**config.mk**
```make
export PLATFORM = sky130hd
export DESIGN_NAME = dmc_dma_top
export DESIGN_NICKNAME = d
export VERILOG_FILES = /design/src/dmc_pkg.sv /design/src/dmc_counter_pair.sv /design/src/dmc_dma_top.sv /design/src/dmc_edge_sense.sv
export SDC_FILE = /design/constraint.sdc
export NUM_CORES = 1
export LEC_CHECK = 0
export BUFFER_PORTS_ARGS = -buffer_cell sky130_fd_sc_hd__buf_2
export CAP_MARGIN = 40
export CORE_MARGIN = 2
export CORE_UTILIZATION = 50
export CTS_CLUSTER_SIZE = 16
export DETAILED_ROUTE_END_ITERATION = 8
export GPL_ROUTABILITY_DRIVEN = 0
export GPL_TIMING_DRIVEN = 0
export MAX_ROUTING_LAYER = met4
export PLACE_DENSITY = 0.74
export SETUP_SLACK_MARGIN = 0.05
export SLEW_MARGIN = 5
export SYNTH_ARGS = -nofsm -noshare
export SYNTH_HDL_FRONTEND = slang
export SYNTH_SLANG_ARGS = --single-unit
```
**constraint.sdc**
```tcl
create_clock -name clk -period 3 [get_ports clk]
set_clock_uncertainty 0.15 [all_clocks]
set_input_delay 0.6 -clock clk [delete_from_list [all_inputs] [get_ports clk]]
set_output_delay 0.6 -clock clk [all_outputs]
set_load 0.03 [all_outputs]
```
**src/dmc_pkg.sv**
```systemverilog
// Package for the DMA counter and bus-mastership block.
// Assumes one 40 MHz system clock; all other clocks arrive as sampled levels.
package dmc_pkg;
    localparam int         CNT_WIDTH   = 8;
    localparam logic [7:0] CNT_RESET   = 8'h00;
    localparam logic [7:0] TC_BY_ONE   = 8'hFF;
    localparam logic [7:0] TC_BY_TWO   = 8'hFE;
    localparam logic [7:0] STEP_ONE    = 8'h01;
    localparam logic [7:0] STEP_TWO    = 8'h02;
    localparam logic [2:0] XFER_RESET  = 3'h0;
    localparam logic [2:0] XFER_ONE    = 3'h1;
    localparam logic [2:0] XFER_LIMIT  = 3'h4;
    localparam int         GRANT_DELAY = 2;
    localparam int         DEV_LOW     = 0;
    localparam int         DEV_HIGH    = 1;
    localparam int         DEV_COUNT   = 2;

    typedef enum logic [1:0] {
        CYC_READ  = 2'h0,
        CYC_WRITE = 2'h1,
        CYC_RMW   = 2'h2
    } dmc_cycle_type;

    typedef enum logic [3:0] {
        ST_IDLE    = 4'h0,
        ST_REQUEST = 4'h1,
        ST_GRANTED = 4'h2,
        ST_ADDRESS = 4'h3,
        ST_READ    = 4'h4,
        ST_MODIFY  = 4'h5,
        ST_WRITE   = 4'h6,
        ST_FINISH  = 4'h7,
        ST_HOLDOFF = 4'h8
    } dmc_seq_state_type;

    // Control of one counter device
    typedef struct packed {
        logic stepSelect;
        logic firstClk;
        logic secondClk;
        logic loadStrobe;
        logic readStrobe;
        logic firstRead;
        logic firstSelect;
        logic secondSelect;
    } dmc_dev_ctl_type;

    // User-side control of the cascaded counter pair
    typedef struct packed {
        logic       stepSelect;
        logic       addrClock;
        logic       wordClock;
        logic       loadStrobe;
        logic       readStrobe;
        logic       firstRead;
        logic [1:0] firstSelect;
        logic [1:0] secondSelect;
    } dmc_cnt_in_type;

    // Sequencer inputs
    typedef struct packed {
        logic seqClock;
        logic mastershipRequest;
        logic grantIn_n;
        logic fourTransferLimit;
        logic mastershipPermit;
        logic holdoffIn;
        logic readCycleSelect_n;
        logic readModifyCycleSelect_n;
        logic syncSeen;
        logic replySeen;
        logic globalInit_n;
    } dmc_seq_in_type;

    // Sequencer bus strobes
    typedef struct packed {
        logic master;
        logic dataEnable_n;
        logic addressEnable;
        logic syncOut;
        logic dataInStrobe;
        logic dataOutStrobe;
        logic selectAck;
    } dmc_bus_out_type;
endpackage

```
**src/dmc_counter_pair.sv**
```systemverilog
// One counter device: two independent 8-bit up-counters, shared data port.
// Assumes counter clocks and load strobe are sampled levels on clk.
`timescale 1ns/100ps
module dmc_counter_pair (
    // Clock and reset
    input  wire logic                     clk,
    input  wire logic                     reset_n,
    // Control
    input  wire dmc_pkg::dmc_dev_ctl_type ctl,
    // Data port
    input  wire logic [7:0]               dataIn,
    output logic      [7:0]               dataOut,
    output logic                          dataOe_n,
    // Terminal counts
    output logic                          firstMax,
    output logic                          secondMax
);
    import dmc_pkg::*;

    logic [7:0] firstCount_q;
    logic [7:0] firstCount_d;
    logic [7:0] secondCount_q;
    logic [7:0] secondCount_d;
    logic [7:0] dataOut_q;
    logic [2:0] fall;
    logic       firstFall;
    logic       secondFall;
    logic       loadFall;
    logic       loadFirst;
    logic       loadSecond;
    logic       readFirst;
    logic       readSecond;
    logic [7:0] firstStep;

    function automatic logic tcHit(input logic [7:0] count, input logic byTwo);
        tcHit = (count == (byTwo ? TC_BY_TWO : TC_BY_ONE));
    endfunction

    dmc_edge_sense #(.WIDTH(3)) edges (
        .clk     (clk),
        .reset_n (reset_n),
        .level   ({ctl.loadStrobe, ctl.secondClk, ctl.firstClk}),
        .rise    (),
        .fall    (fall)
    );

    assign firstFall  = fall[0];
    assign secondFall = fall[1];
    assign loadFall   = fall[2];
    assign loadFirst  = loadFall & ctl.firstSelect & ~ctl.secondSelect;
    assign loadSecond = loadFall & ctl.secondSelect & ~ctl.firstSelect;
    assign readFirst  = ctl.readStrobe & ctl.firstRead & ctl.firstSelect & ~ctl.secondSelect;
    assign readSecond = ctl.readStrobe & ~ctl.firstRead & ctl.secondSelect & ~ctl.firstSelect;
    // Adding two leaves the least significant bit untouched
    assign firstStep  = ctl.stepSelect ? STEP_TWO : STEP_ONE;

    // Load wins over a count edge in the same cycle
    assign firstCount_d  = loadFirst  ? dataIn :
                           firstFall  ? firstCount_q + firstStep :
                           firstCount_q;
    assign secondCount_d = loadSecond ? dataIn :
                           secondFall ? secondCount_q + STEP_ONE :
                           secondCount_q;

    always_ff @(posedge clk) begin
        if (!reset_n) begin
            firstCount_q  <= CNT_RESET;
            secondCount_q <= CNT_RESET;
            dataOut_q     <= CNT_RESET;
        end else begin
            firstCount_q  <= firstCount_d;
            secondCount_q <= secondCount_d;
            dataOut_q     <= ctl.firstRead ? firstCount_q : secondCount_q;
        end
    end

    assign dataOut   = dataOut_q;
    assign dataOe_n  = ~(readFirst | readSecond);
    assign firstMax  = ctl.firstClk & tcHit(firstCount_q, ctl.stepSelect);
    assign secondMax = ctl.secondClk & tcHit(secondCount_q, 1'b0);

    chk_first_by_one: assert property (@(posedge clk) disable iff (!reset_n)
        firstFall && !loadFirst && !ctl.stepSelect |=> firstCount_q == $past(firstCount_q) + STEP_ONE)
        else $error("first counter did not step by one");
    chk_first_by_two: assert property (@(posedge clk) disable iff (!reset_n)
        firstFall && !loadFirst && ctl.stepSelect
        |=> firstCount_q == $past(firstCount_q) + STEP_TWO && firstCount_q[0] == $past(firstCount_q[0]))
        else $error("first counter did not step by two");
    chk_second_by_one: assert property (@(posedge clk) disable iff (!reset_n)
        secondFall && !loadSecond |=> secondCount_q == $past(secondCount_q) + STEP_ONE)
        else $error("second counter did not step by one");
    chk_load_value: assert property (@(posedge clk) disable iff (!reset_n)
        loadFall && ctl.firstSelect && !ctl.secondSelect |=> firstCount_q == $past(dataIn))
        else $error("load strobe fall did not load");
    chk_drive_only_read: assert property (@(posedge clk) disable iff (!reset_n)
        !ctl.readStrobe |-> dataOe_n)
        else $error("data port driven outside a read");
    chk_second_max: assert property (@(posedge clk) disable iff (!reset_n)
        ctl.secondClk && secondCount_q == TC_BY_ONE |-> secondMax)
        else $error("second terminal count missed");
endmodule

```
**src/dmc_dma_top.sv**
```systemverilog
// DMA block: cascaded address and word counters plus bus-mastership sequencer.
// Assumes all inputs synchronous to clk; the 8 MHz strobe clock is a sampled input.
//
// The address map and the address-and-strobe port were chosen for this implementation.
`timescale 1ns/100ps
// Functional notes
// Step select low counts one, high counts two
// User ties step select low on high device
// First counter steps on its clock falling
// User holds step and load steady while clock high
// Second counter steps by one on falling clock
// Load strobe fall loads the selected counter
// User keeps data steady while load low
// Eight-bit port, driven only during reads
// First max: clock AND 376 or 377
// Second max: clock AND count 377
// Two devices cascade into 16-bit counters
// Request starts transaction; dropping it ends mastership
// Grant takes mastership, else passed on delayed
// Limit high releases bus after four transfers
// Holdoff pin driven low while permit high
// Holdoff low blocks request; rise re-requests
// Select inputs choose read, write or read-modify-write
// User toggles modify select to finish output half
// Strobe timing paced by the 8 MHz clock
// Mastership needs sync, reply and permit together
// Initialize negates all bus outputs, waits request; grant out is not gated by initialize and can still pass on
// Selects decode to exactly one counter
// Cycle select encoding for read, write, modify
module dmc_dma_top (
    // Clock and reset
    input  wire logic                    clk,
    input  wire logic                    reset_n,
    // Counter control
    input  wire dmc_pkg::dmc_cnt_in_type cntIn,
    // Counter data ports, one byte per device
    input  wire logic [1:0][7:0]         counterDataIn,
    output logic      [1:0][7:0]         counterDataOut,
    output logic      [1:0]              counterDataOe_n,
    // Counter terminal counts
    output logic      [1:0]              firstMax,
    output logic      [1:0]              secondMax,
    // Sequencer inputs
    input  wire dmc_pkg::dmc_seq_in_type seqIn,
    // Sequencer bus strobes
    output dmc_pkg::dmc_bus_out_type     busOut,
    // Open-collector pins, low while enable low
    output logic                         dmaRequestOe_n,
    output logic                         grantOutOe_n,
    output logic                         holdoffOut,
    output logic                         holdoffOe_n
);
    import dmc_pkg::*;

    dmc_dev_ctl_type   devCtl [DEV_COUNT];
    dmc_seq_state_type state_q;
    dmc_seq_state_type state_d;
    dmc_cycle_type     cycle_q;
    dmc_cycle_type     cycle_d;
    dmc_cycle_type     cycleSel;
    logic [2:0]        xferCount_q;
    logic [2:0]        xferCount_d;
    logic [2:0]        xferNext;
    logic              modifyLevel_q;
    logic              modifyLevel_d;
    logic [GRANT_DELAY-1:0] grantDly_q;
    logic              seqTick;
    logic              seqRise;
    logic              reqPending;
    logic              masterReady;
    logic              limitReached;
    logic              inMaster;
    logic              initOk;

    // Counters
    // Low device carries into the high one through its max outputs
    always_comb begin
        devCtl[DEV_LOW].stepSelect    = cntIn.stepSelect;
        devCtl[DEV_LOW].firstClk      = cntIn.addrClock;
        devCtl[DEV_LOW].secondClk     = cntIn.wordClock;
        devCtl[DEV_HIGH].stepSelect   = 1'b0;
        devCtl[DEV_HIGH].firstClk     = firstMax[DEV_LOW];
        devCtl[DEV_HIGH].secondClk    = secondMax[DEV_LOW];
        for (int i = 0; i < DEV_COUNT; i++) begin
            devCtl[i].loadStrobe   = cntIn.loadStrobe;
            devCtl[i].readStrobe   = cntIn.readStrobe;
            devCtl[i].firstRead    = cntIn.firstRead;
            devCtl[i].firstSelect  = cntIn.firstSelect[i];
            devCtl[i].secondSelect = cntIn.secondSelect[i];
        end
    end

    for (genvar g = 0; g < DEV_COUNT; g++) begin : gen_dev
        dmc_counter_pair counter (
            .clk       (clk),
            .reset_n   (reset_n),
            .ctl       (devCtl[g]),
            .dataIn    (counterDataIn[g]),
            .dataOut   (counterDataOut[g]),
            .dataOe_n  (counterDataOe_n[g]),
            .firstMax  (firstMax[g]),
            .secondMax (secondMax[g])
        );
    end

    // Sequencer
    dmc_edge_sense #(.WIDTH(1)) seqEdge (
        .clk     (clk),
        .reset_n (reset_n),
        .level   (seqIn.seqClock),
        .rise    (seqRise),
        .fall    ()
    );

    // Every state step except the initialize return to idle waits for an 8 MHz rising edge
    assign seqTick     = seqRise;
    assign initOk      = seqIn.globalInit_n;
    assign reqPending  = (state_q == ST_REQUEST) || (state_q == ST_GRANTED);
    assign masterReady = seqIn.syncSeen & seqIn.replySeen & seqIn.mastershipPermit;
    assign cycleSel    = !seqIn.readModifyCycleSelect_n ? CYC_RMW :
                         !seqIn.readCycleSelect_n        ? CYC_READ : CYC_WRITE;
    assign xferNext    = (xferCount_q == XFER_LIMIT) ? XFER_LIMIT : xferCount_q + XFER_ONE;
    assign limitReached = seqIn.fourTransferLimit && (xferNext == XFER_LIMIT);
    assign inMaster    = (state_q == ST_ADDRESS) || (state_q == ST_READ) || (state_q == ST_MODIFY)
                         || (state_q == ST_WRITE) || (state_q == ST_FINISH);

    always_comb begin
        state_d       = state_q;
        cycle_d       = cycle_q;
        xferCount_d   = xferCount_q;
        modifyLevel_d = modifyLevel_q;
        if (!initOk) begin
            state_d     = ST_IDLE;
            xferCount_d = XFER_RESET;
        end else if (seqTick) begin
            case (state_q)
                ST_IDLE: begin
                    if (seqIn.mastershipRequest && seqIn.holdoffIn) begin
                        state_d = ST_REQUEST;
                    end
                end
                ST_REQUEST: begin
                    if (!seqIn.mastershipRequest) begin
                        state_d = ST_IDLE;
                    end else if (!seqIn.grantIn_n) begin
                        state_d = ST_GRANTED;
                    end
                end
                ST_GRANTED: begin
                    if (masterReady) begin
                        state_d       = ST_ADDRESS;
                        cycle_d       = cycleSel;
                        modifyLevel_d = seqIn.readModifyCycleSelect_n;
                        xferCount_d   = XFER_RESET;
                    end
                end
                ST_ADDRESS: begin
                    state_d = (cycle_q == CYC_WRITE) ? ST_WRITE : ST_READ;
                end
                ST_READ: begin
                    if (seqIn.replySeen) begin
                        state_d = (cycle_q == CYC_RMW) ? ST_MODIFY : ST_FINISH;
                    end
                end
                ST_MODIFY: begin
                    // Output half waits for the user to toggle the modify select
                    if (seqIn.readModifyCycleSelect_n != modifyLevel_q) begin
                        state_d = ST_WRITE;
                    end
                end
                ST_WRITE: begin
                    if (seqIn.replySeen) begin
                        state_d = ST_FINISH;
                    end
                end
                ST_FINISH: begin
                    xferCount_d = xferNext;
                    if (!seqIn.mastershipRequest) begin
                        state_d = ST_IDLE;
                    end else if (limitReached) begin
                        state_d = ST_HOLDOFF;
                    end else begin
                        state_d       = ST_ADDRESS;
                        cycle_d       = cycleSel;
                        modifyLevel_d = seqIn.readModifyCycleSelect_n;
                    end
                end
                ST_HOLDOFF: begin
                    // An external RC on the holdoff pin sets the wait
                    if (seqIn.holdoffIn) begin
                        state_d = seqIn.mastershipRequest ? ST_REQUEST : ST_IDLE;
                    end
                end
                default: begin
                    state_d = ST_IDLE;
                end
            endcase
        end
    end

    always_ff @(posedge clk) begin
        if (!reset_n) begin
            state_q       <= ST_IDLE;
            cycle_q       <= CYC_READ;
            xferCount_q   <= XFER_RESET;
            modifyLevel_q <= 1'b1;
        end else begin
            state_q       <= state_d;
            cycle_q       <= cycle_d;
            xferCount_q   <= xferCount_d;
            modifyLevel_q <= modifyLevel_d;
        end
    end

    // Grant passes down the chain two cycles late when nothing is pending
    always_ff @(posedge clk) begin
        if (!reset_n) begin
            grantDly_q <= '0;
        end else begin
            grantDly_q <= {grantDly_q[GRANT_DELAY-2:0], !seqIn.grantIn_n && !reqPending};
        end
    end

    // Outputs
    assign grantOutOe_n   = ~grantDly_q[GRANT_DELAY-1];
    assign dmaRequestOe_n = ~(initOk && state_q == ST_REQUEST && seqIn.holdoffIn);
    assign holdoffOut     = 1'b0;
    assign holdoffOe_n    = ~seqIn.mastershipPermit;

    always_comb begin
        busOut.master        = initOk && inMaster;
        busOut.selectAck     = initOk && (inMaster || state_q == ST_GRANTED);
        busOut.addressEnable = initOk && state_q == ST_ADDRESS;
        busOut.syncOut       = initOk && inMaster && state_q != ST_FINISH;
        busOut.dataInStrobe  = initOk && state_q == ST_READ;
        busOut.dataOutStrobe = initOk && state_q == ST_WRITE;
        busOut.dataEnable_n  = ~(initOk && state_q == ST_WRITE);
    end

    chk_request_start: assert property (@(posedge clk) disable iff (!reset_n)
        state_q == ST_IDLE && seqTick && initOk && seqIn.mastershipRequest && seqIn.holdoffIn
        |=> state_q == ST_REQUEST ##0 !dmaRequestOe_n || !seqIn.holdoffIn || !initOk)
        else $error("request not raised");
    chk_request_drop: assert property (@(posedge clk) disable iff (!reset_n)
        state_q == ST_FINISH && seqTick && initOk && !seqIn.mastershipRequest |=> !busOut.master)
        else $error("mastership kept after request dropped");
    chk_grant_taken: assert property (@(posedge clk) disable iff (!reset_n)
        state_q == ST_REQUEST && seqTick && initOk && seqIn.mastershipRequest && !seqIn.grantIn_n
        |=> state_q == ST_GRANTED)
        else $error("grant not taken");
    chk_grant_pass: assert property (@(posedge clk) disable iff (!reset_n)
        (!seqIn.grantIn_n && !reqPending) [*2] |=> !grantOutOe_n)
        else $error("grant not passed on");
    chk_grant_block: assert property (@(posedge clk) disable iff (!reset_n)
        reqPending |-> ##2 grantOutOe_n)
        else $error("grant passed while pending");
    chk_four_limit: assert property (@(posedge clk) disable iff (!reset_n)
        state_q == ST_ADDRESS && $past(state_q) == ST_FINISH && $past(seqIn.fourTransferLimit)
        |-> xferCount_q < XFER_LIMIT)
        else $error("more than four transfers");
    chk_holdoff_drive: assert property (@(posedge clk) disable iff (!reset_n)
        seqIn.mastershipPermit |-> !holdoffOe_n && !holdoffOut)
        else $error("holdoff not driven low");
    chk_holdoff_block: assert property (@(posedge clk) disable iff (!reset_n)
        !seqIn.holdoffIn |-> dmaRequestOe_n)
        else $error("request asserted during holdoff");
    chk_cycle_write: assert property (@(posedge clk) disable iff (!reset_n)
        busOut.dataInStrobe |-> cycle_q != CYC_WRITE)
        else $error("read strobe in a write cycle");
    chk_master_cond: assert property (@(posedge clk) disable iff (!reset_n)
        $rose(busOut.master) |-> $past(masterReady) && $past(state_q) == ST_GRANTED)
        else $error("mastership without sync, reply and permit");
    chk_init_negate: assert property (@(posedge clk) disable iff (!reset_n)
        !initOk |-> !busOut.master && !busOut.syncOut && !busOut.dataInStrobe
        && !busOut.dataOutStrobe && busOut.dataEnable_n && dmaRequestOe_n ##1 state_q == ST_IDLE)
        else $error("outputs active during initialize");
endmodule

```
**src/dmc_edge_sense.sv**
```systemverilog
// Rise and fall detector for sampled levels.
// Assumes the levels are synchronous to clk.
`timescale 1ns/100ps
module dmc_edge_sense #(
    parameter int WIDTH = 1
) (
    // Clock and reset
    input  wire logic             clk,
    input  wire logic             reset_n,
    // Levels and their edges
    input  wire logic [WIDTH-1:0] level,
    output logic      [WIDTH-1:0] rise,
    output logic      [WIDTH-1:0] fall
);
    logic [WIDTH-1:0] prev_q;

    // Reset to low so a level held low never reports a false fall
    always_ff @(posedge clk) begin
        if (!reset_n) begin
            prev_q <= '0;
        end else begin
            prev_q <= level;
        end
    end

    assign rise = level & ~prev_q;
    assign fall = ~level & prev_q;
endmodule

```
### After elaboration in Yosys (flattened, before gate mapping)

Index checks and enable logic that the tools add are counted.
Widths: inputs -> output; s select.

* $add $sub $neg: 5
* equality and inequality tests: 27
* mux-type cells: 39
* bitwise operators: 43
* reductions and logical operators: 29

Operators with widths (number)
* $mux 8: 10
* $mux 4: 10
* $pmux 4 s9: 1
* $and 1x1->1: 25
* $add 8x1->8 const B: 3
* $eq 8x8->1 const B: 3
* $eq 4x3->1 const B: 4
* $mux 2: 7
* $ne 2x2->1 const B: 7
* $not 1->1: 12
* $logic_and 1x1->1: 11
* $reduce_bool 2->1: 5
* $add 8x8->8: 1
* $eq 4x2->1 const B: 2
* $eq 8x8->1: 1
* $reduce_and 8->1: 1
* $and 3x3->3: 2
* $eq 3x3->1 const B: 2
* $logic_or 1x1->1: 6
* $mux 1: 6
* $mux 3: 2
* $not 3->3: 2
* $pmux 3 s2: 1
* $reduce_and 6->1: 1
* 16 further kinds: 18

* flip-flop bits (word level): 67
* input port bits: 39
* word-level logic and storage cells: 157

### Logic depth before layout (Yosys ltp)

* depth in word-level cells: 8
* mapped depth: 7

### Modules after synthesis

From an unflattened synthesis, not the netlist that was laid out.

* cells, all modules: 398
* area total of the unflattened synthesis: 3483.3 um^2

Modules (own cells, without submodules)
* dmc_counter_pair at gen_dev[0].counter: times used 1, cells an instance 131, area each 1186.1 um^2
* dmc_counter_pair at gen_dev[1].counter: times used 1, cells an instance 130, area each 1186.1 um^2
* dmc_dma_top: times used 1, cells an instance 109, area each 839.6 um^2
* dmc_edge_sense at gen_dev[0].counter.edges ...: times used 2, cells an instance 12, area each 116.4 um^2
* dmc_edge_sense at seqEdge: times used 1, cells an instance 4, area each 38.8 um^2

### Least setup slack after synthesis

Ideal clock, no wire load.

* path type: input port to output port
* start point: input cntIn[9] (netlist bit)
* end point: output firstMax[1]
* arrival: 1741 ps
* data required time: 2250 ps
* slack: 509 ps
* stages: 7
* cell sequence: inv_1 ha_1 nand4b_1 nor3_1 inv_1 nor3_1 buf_4

* word-level cells in the longest chain between the ends: 4

RTL lines
* from (decl): line dmc_dma_top.sv:35 `input wire dmc_pkg::dmc_cnt_in_type cntIn,`
* $mux 1: line dmc_counter_pair.sv:36 `tcHit = (count == (byTwo ? TC_BY_TWO : TC_BY_ONE));`
* $eq 8x8->1: line dmc_counter_pair.sv:36
* $and 1x1->1: line dmc_counter_pair.sv:79 `assign firstMax = ctl.firstClk & tcHit(firstCount_q, ctl.stepSelect);`
* net gen_dev[0].counter.firstMax: line dmc_counter_pair.sv:15 `output logic firstMax,`
* $and 1x1->1: line dmc_counter_pair.sv:79
* to (decl): line dmc_dma_top.sv:41 `output logic [1:0] firstMax,`

The timed path passes the listed nets, and every way through them passes these cells.

### Worst setup path after layout

Ends and elaborated chain as after synthesis.

==> impl_metrics.yaml <==
drt:
  drt_drc_violations_left: 0
  wl_per_cell_um: 15.1
  drt_iter0_drc: 181
  post_drt_via_cell_ratio: 5.64
  wl_mm: 8.66
  firstDrtPassIters: 7
  vias: 3226
  ant_nets: 0
worst_setup_path:
  endpoint: "firstMax[1]"
  r2r_end: "modifyLevel_q"
  crit_fanout: 3
  path_delay_family: "simple AND/OR/NAND/NOR gates"
  reg2reg_from: "xferCount_q[0]"
  worstSetupPathType: "in -> out"
  cp.depth: 9
  critPathLaunchType: "input pin"
  cp-end-kind: "output port"
  path_buf_inv: 5
  critPathLaunch: "cntIn[9]"
  cp.required_ns: 2.25
  reg2regPathDepth: 7
  r2r_slack_ns: 0.65
  crit_chain: "buf_2, inv_1, ha_1, nand4b_1, nor3_2, inv_1, nor3_2, buf_4, clkbuf_4"
  slowest_stage: "ha_1"
  worstPathArrival_ns: 2.04
  cpPeakStageDelay_ns: 0.32
sta:
  final_max_slew_viol_count: 0
  worst_hold_slack_ns: 0.297
  fin_setup_tns_ns: 0
  finalHoldViolations: 0
  timing_worst_slew_pin_value_ns: 0.786
  post-route-period-util: 0.931
  rsz0062_at_grt: "no"
  setup_viol: 0
  finalCriticalPeriod_ns: 2.79
  slew_headroom: 0.476
  fmax_mhz: 358
floorplanning:
  start_util: 0.512
  row_count: 30
  fp.dieH_um: 87.0
  coreArea_um2: 6720
  die_w_um: 87.0
  boundaryPins: 72
  die-area_um2: 7570
global_route:
  globalRouteMet1Util: 0.319
  antenna_found_initial: 0
  grtUsageMet3: 0.0483
  grt_max_degree: 12
  grt.total_usage: 0.238
  first_global_vias: 2861
  grt_overflow: 0
  grt_use_met2: 0.359
  grt_pass1_wl_mm: 13.7
  gr-max-usage-layer: "met2"
synthesis:
  ys_warn_count: 0
  syn_inst: 406
  synth_area_leader_cell: "dfxtp_1"
  synth-compound-area-share: 0.137
  synth-edff-count: 0
  seq_area_frac_synth: 0.384
  yosys.area.top_type_share: 0.384
  yosys.area_share.simple: 0.240
  ys_ff_latch: 66
  synthDistinctLibCells: 48
  synth.area.top_cells: "dfxtp_1, mux2i_1, nor2_1"
  ys.flop_type: "dfxtp_1"
  ys_async_sr_fraction: 0
  synthMuxAreaShare: 0.0712
  synth_fp_nets: 453
  synth_top_family_by_area: "simple AND/OR/NAND/NOR gates"
  synthesis.area_um2: 3440
  syn_area_per_cell_um2: 8.48
  yosys.area_share.adder: 0.0313
  synth_xor_area_frac: 0.0738
place:
  dp_hpwl_mm: 6.23
  portBuffers: 69
  place_area_um2: 3890
layout:
  area_growth_pct: 19.9
  diodes: 0
  design_area_um2: 4130
  fillCellCount: 603
  post-route-util: 0.614
  nets: 534
  layout-drive-gt1-share: 0.215
job:
  drv_cap: 0
clock_tree:
  clk_latency_ns: 0.35
  clock-sinks: 66
  cts_buffer_depth: 2
  clk_pin_slew_worst_paths_ns: 0.07
  cts_tree: "done"
  cts_buffers: 9
  clockRootBuffer: "clkbuf_8"
  ctsHtreeMaxLevel: 3
outcome:
  status: "complete, no violations"
hold_path:
  worstHoldPathType: "in -> reg"
pwr:
  power_density_nw_per_um2: 463
  vdd_ir_drop_max_uv: 273
  p_leak_nw: 1.64
layout by cell type, fill, tap and decap left out, drive strengths merged, types with 10 or more instances in the layout:
master  netlist  final
a211oi       10     10
a21oi        24     24
buf          10     79
clkbuf       13     25
dfxtp        66     66
inv          16     16
mux2i        23     23
nand2        22     22
nand3        14     14
nand4        11     11
nor2         50     50
nor2b        10     10
nor3         16     16
o21ai        29     29
xnor2        19     19
xor2         10     10
flip-flops by register name, summed over array words and instances, names as in the netlist:
name	count
xferCount_q	3
gen_dev.counter.edges.prev_q	5
grantDly_q	2
gen_dev.counter.firstCount_q	16
cycle_q	2
seqEdge.prev_q	1
gen_dev.counter.secondCount_q	16
gen_dev.counter.dataOut	16
modifyLevel_q	1
state_q	4
worst min path at each step:
stage / from / end / slack, ns / cells past startpoint
5_1_grt: seqIn[8] / grantDly_q[0] / 0.30 / 2
6_report: seqIn[8] / grantDly_q[0] / 0.30 / 2
2_1_floorplan: grantDly_q[0] / grantDly_q[1] / 0.26 / 1
4_1_cts: seqIn[8] / grantDly_q[0] / 0.30 / 2
3_5_place_dp: grantDly_q[0] / grantDly_q[1] / 0.28 / 1
3_3_place_gp: grantDly_q[0] / grantDly_q[1] / 0.28 / 1
metrics by stage:
| step | instances | power (mW) | worst slack (ns) |
|---|---|---|---|
| after floorplan | 406 | 1.02 | 0.509 |
| after global placement | 555 | 1.09 | 0.0713 |
| final | 572 | 1.91 | 0.208 |
| after CTS | 571 | 1.91 | 0.0617 |
| after detailed placement | 555 | 1.09 | 0.0740 |
| after global routing | 572 | 1.97 | 0.118 |
metal layers:
layer | share of wire | vias up
met1 | 0.47 | 1490
met5 | 0 | -
met2 | 0.45 | 137
li1 | - | 1584
met3 | 0.068 | 15
met4 | 0.015 | 0
cells by family after synthesis:
family,after synthesis
AO/OA/AOI/OAI,77
XOR/XNOR,29
adder cells (fa/ha/maj),8
buffers and inverters,40
flip-flops,66
multiplexers,24
other,1
AND/OR/NAND/NOR,161
final cells by class:
| cell class | instances | area (µm²) | area share |
|---|---|---|---|
| sequential | 66 | 1320 | 0.320 |
| timing repair buffer | 70 | 355 | 0.0861 |
| buffer | 23 | 151 | 0.0367 |
| clock buffer | 11 | 141 | 0.0343 |
| clock inverter | 5 | 77.6 | 0.0188 |
| multi-input combinational | 300 | 1920 | 0.464 |
| tap | 80 | 100 | 0.0242 |
| inverter | 17 | 63.8 | 0.0155 |
where the power goes:
part           leakage [nW]  switching (mW)  internal [mW]  total, mW
Sequential            0.535          0.0162          0.895      0.911
Combinational         0.996          0.0943         0.0655      0.160
Clock                 0.109           0.351          0.488      0.839
what timing repair did:
action / in CTS / in global routing
gates resized for setup: 0 / 3
buffers inserted: 0 / 1
endpoints found under the setup margin: 0 / 1
hold buffers: 0 / 0
cell usage after synthesis (2+ instances only):
cell type	count
nand4_1	11
nand4b_1	3
a22oi_1	2
and3b_1	2
buf_6	2
clkbuf_8	2
xor2_1	10
or3_1	4
nor2b_1	9
xnor2_1	19
inv_1	16
buf_4	8
nand3_1	14
nor2_1	50
a21oi_1	23
a31oi_1	2
nand3b_1	6
nor3b_1	3
dfxtp_1	66
nor3_1	16
clkbuf_1	11
nor4_1	2
a311oi_1	3
mux2i_1	23
o21ai_0	28
and2_1	6
nand2_1	22
nor4b_1	3
a211oi_1	10
nand2b_1	6
ha_1	7
(Power assumes the default switching activity.)
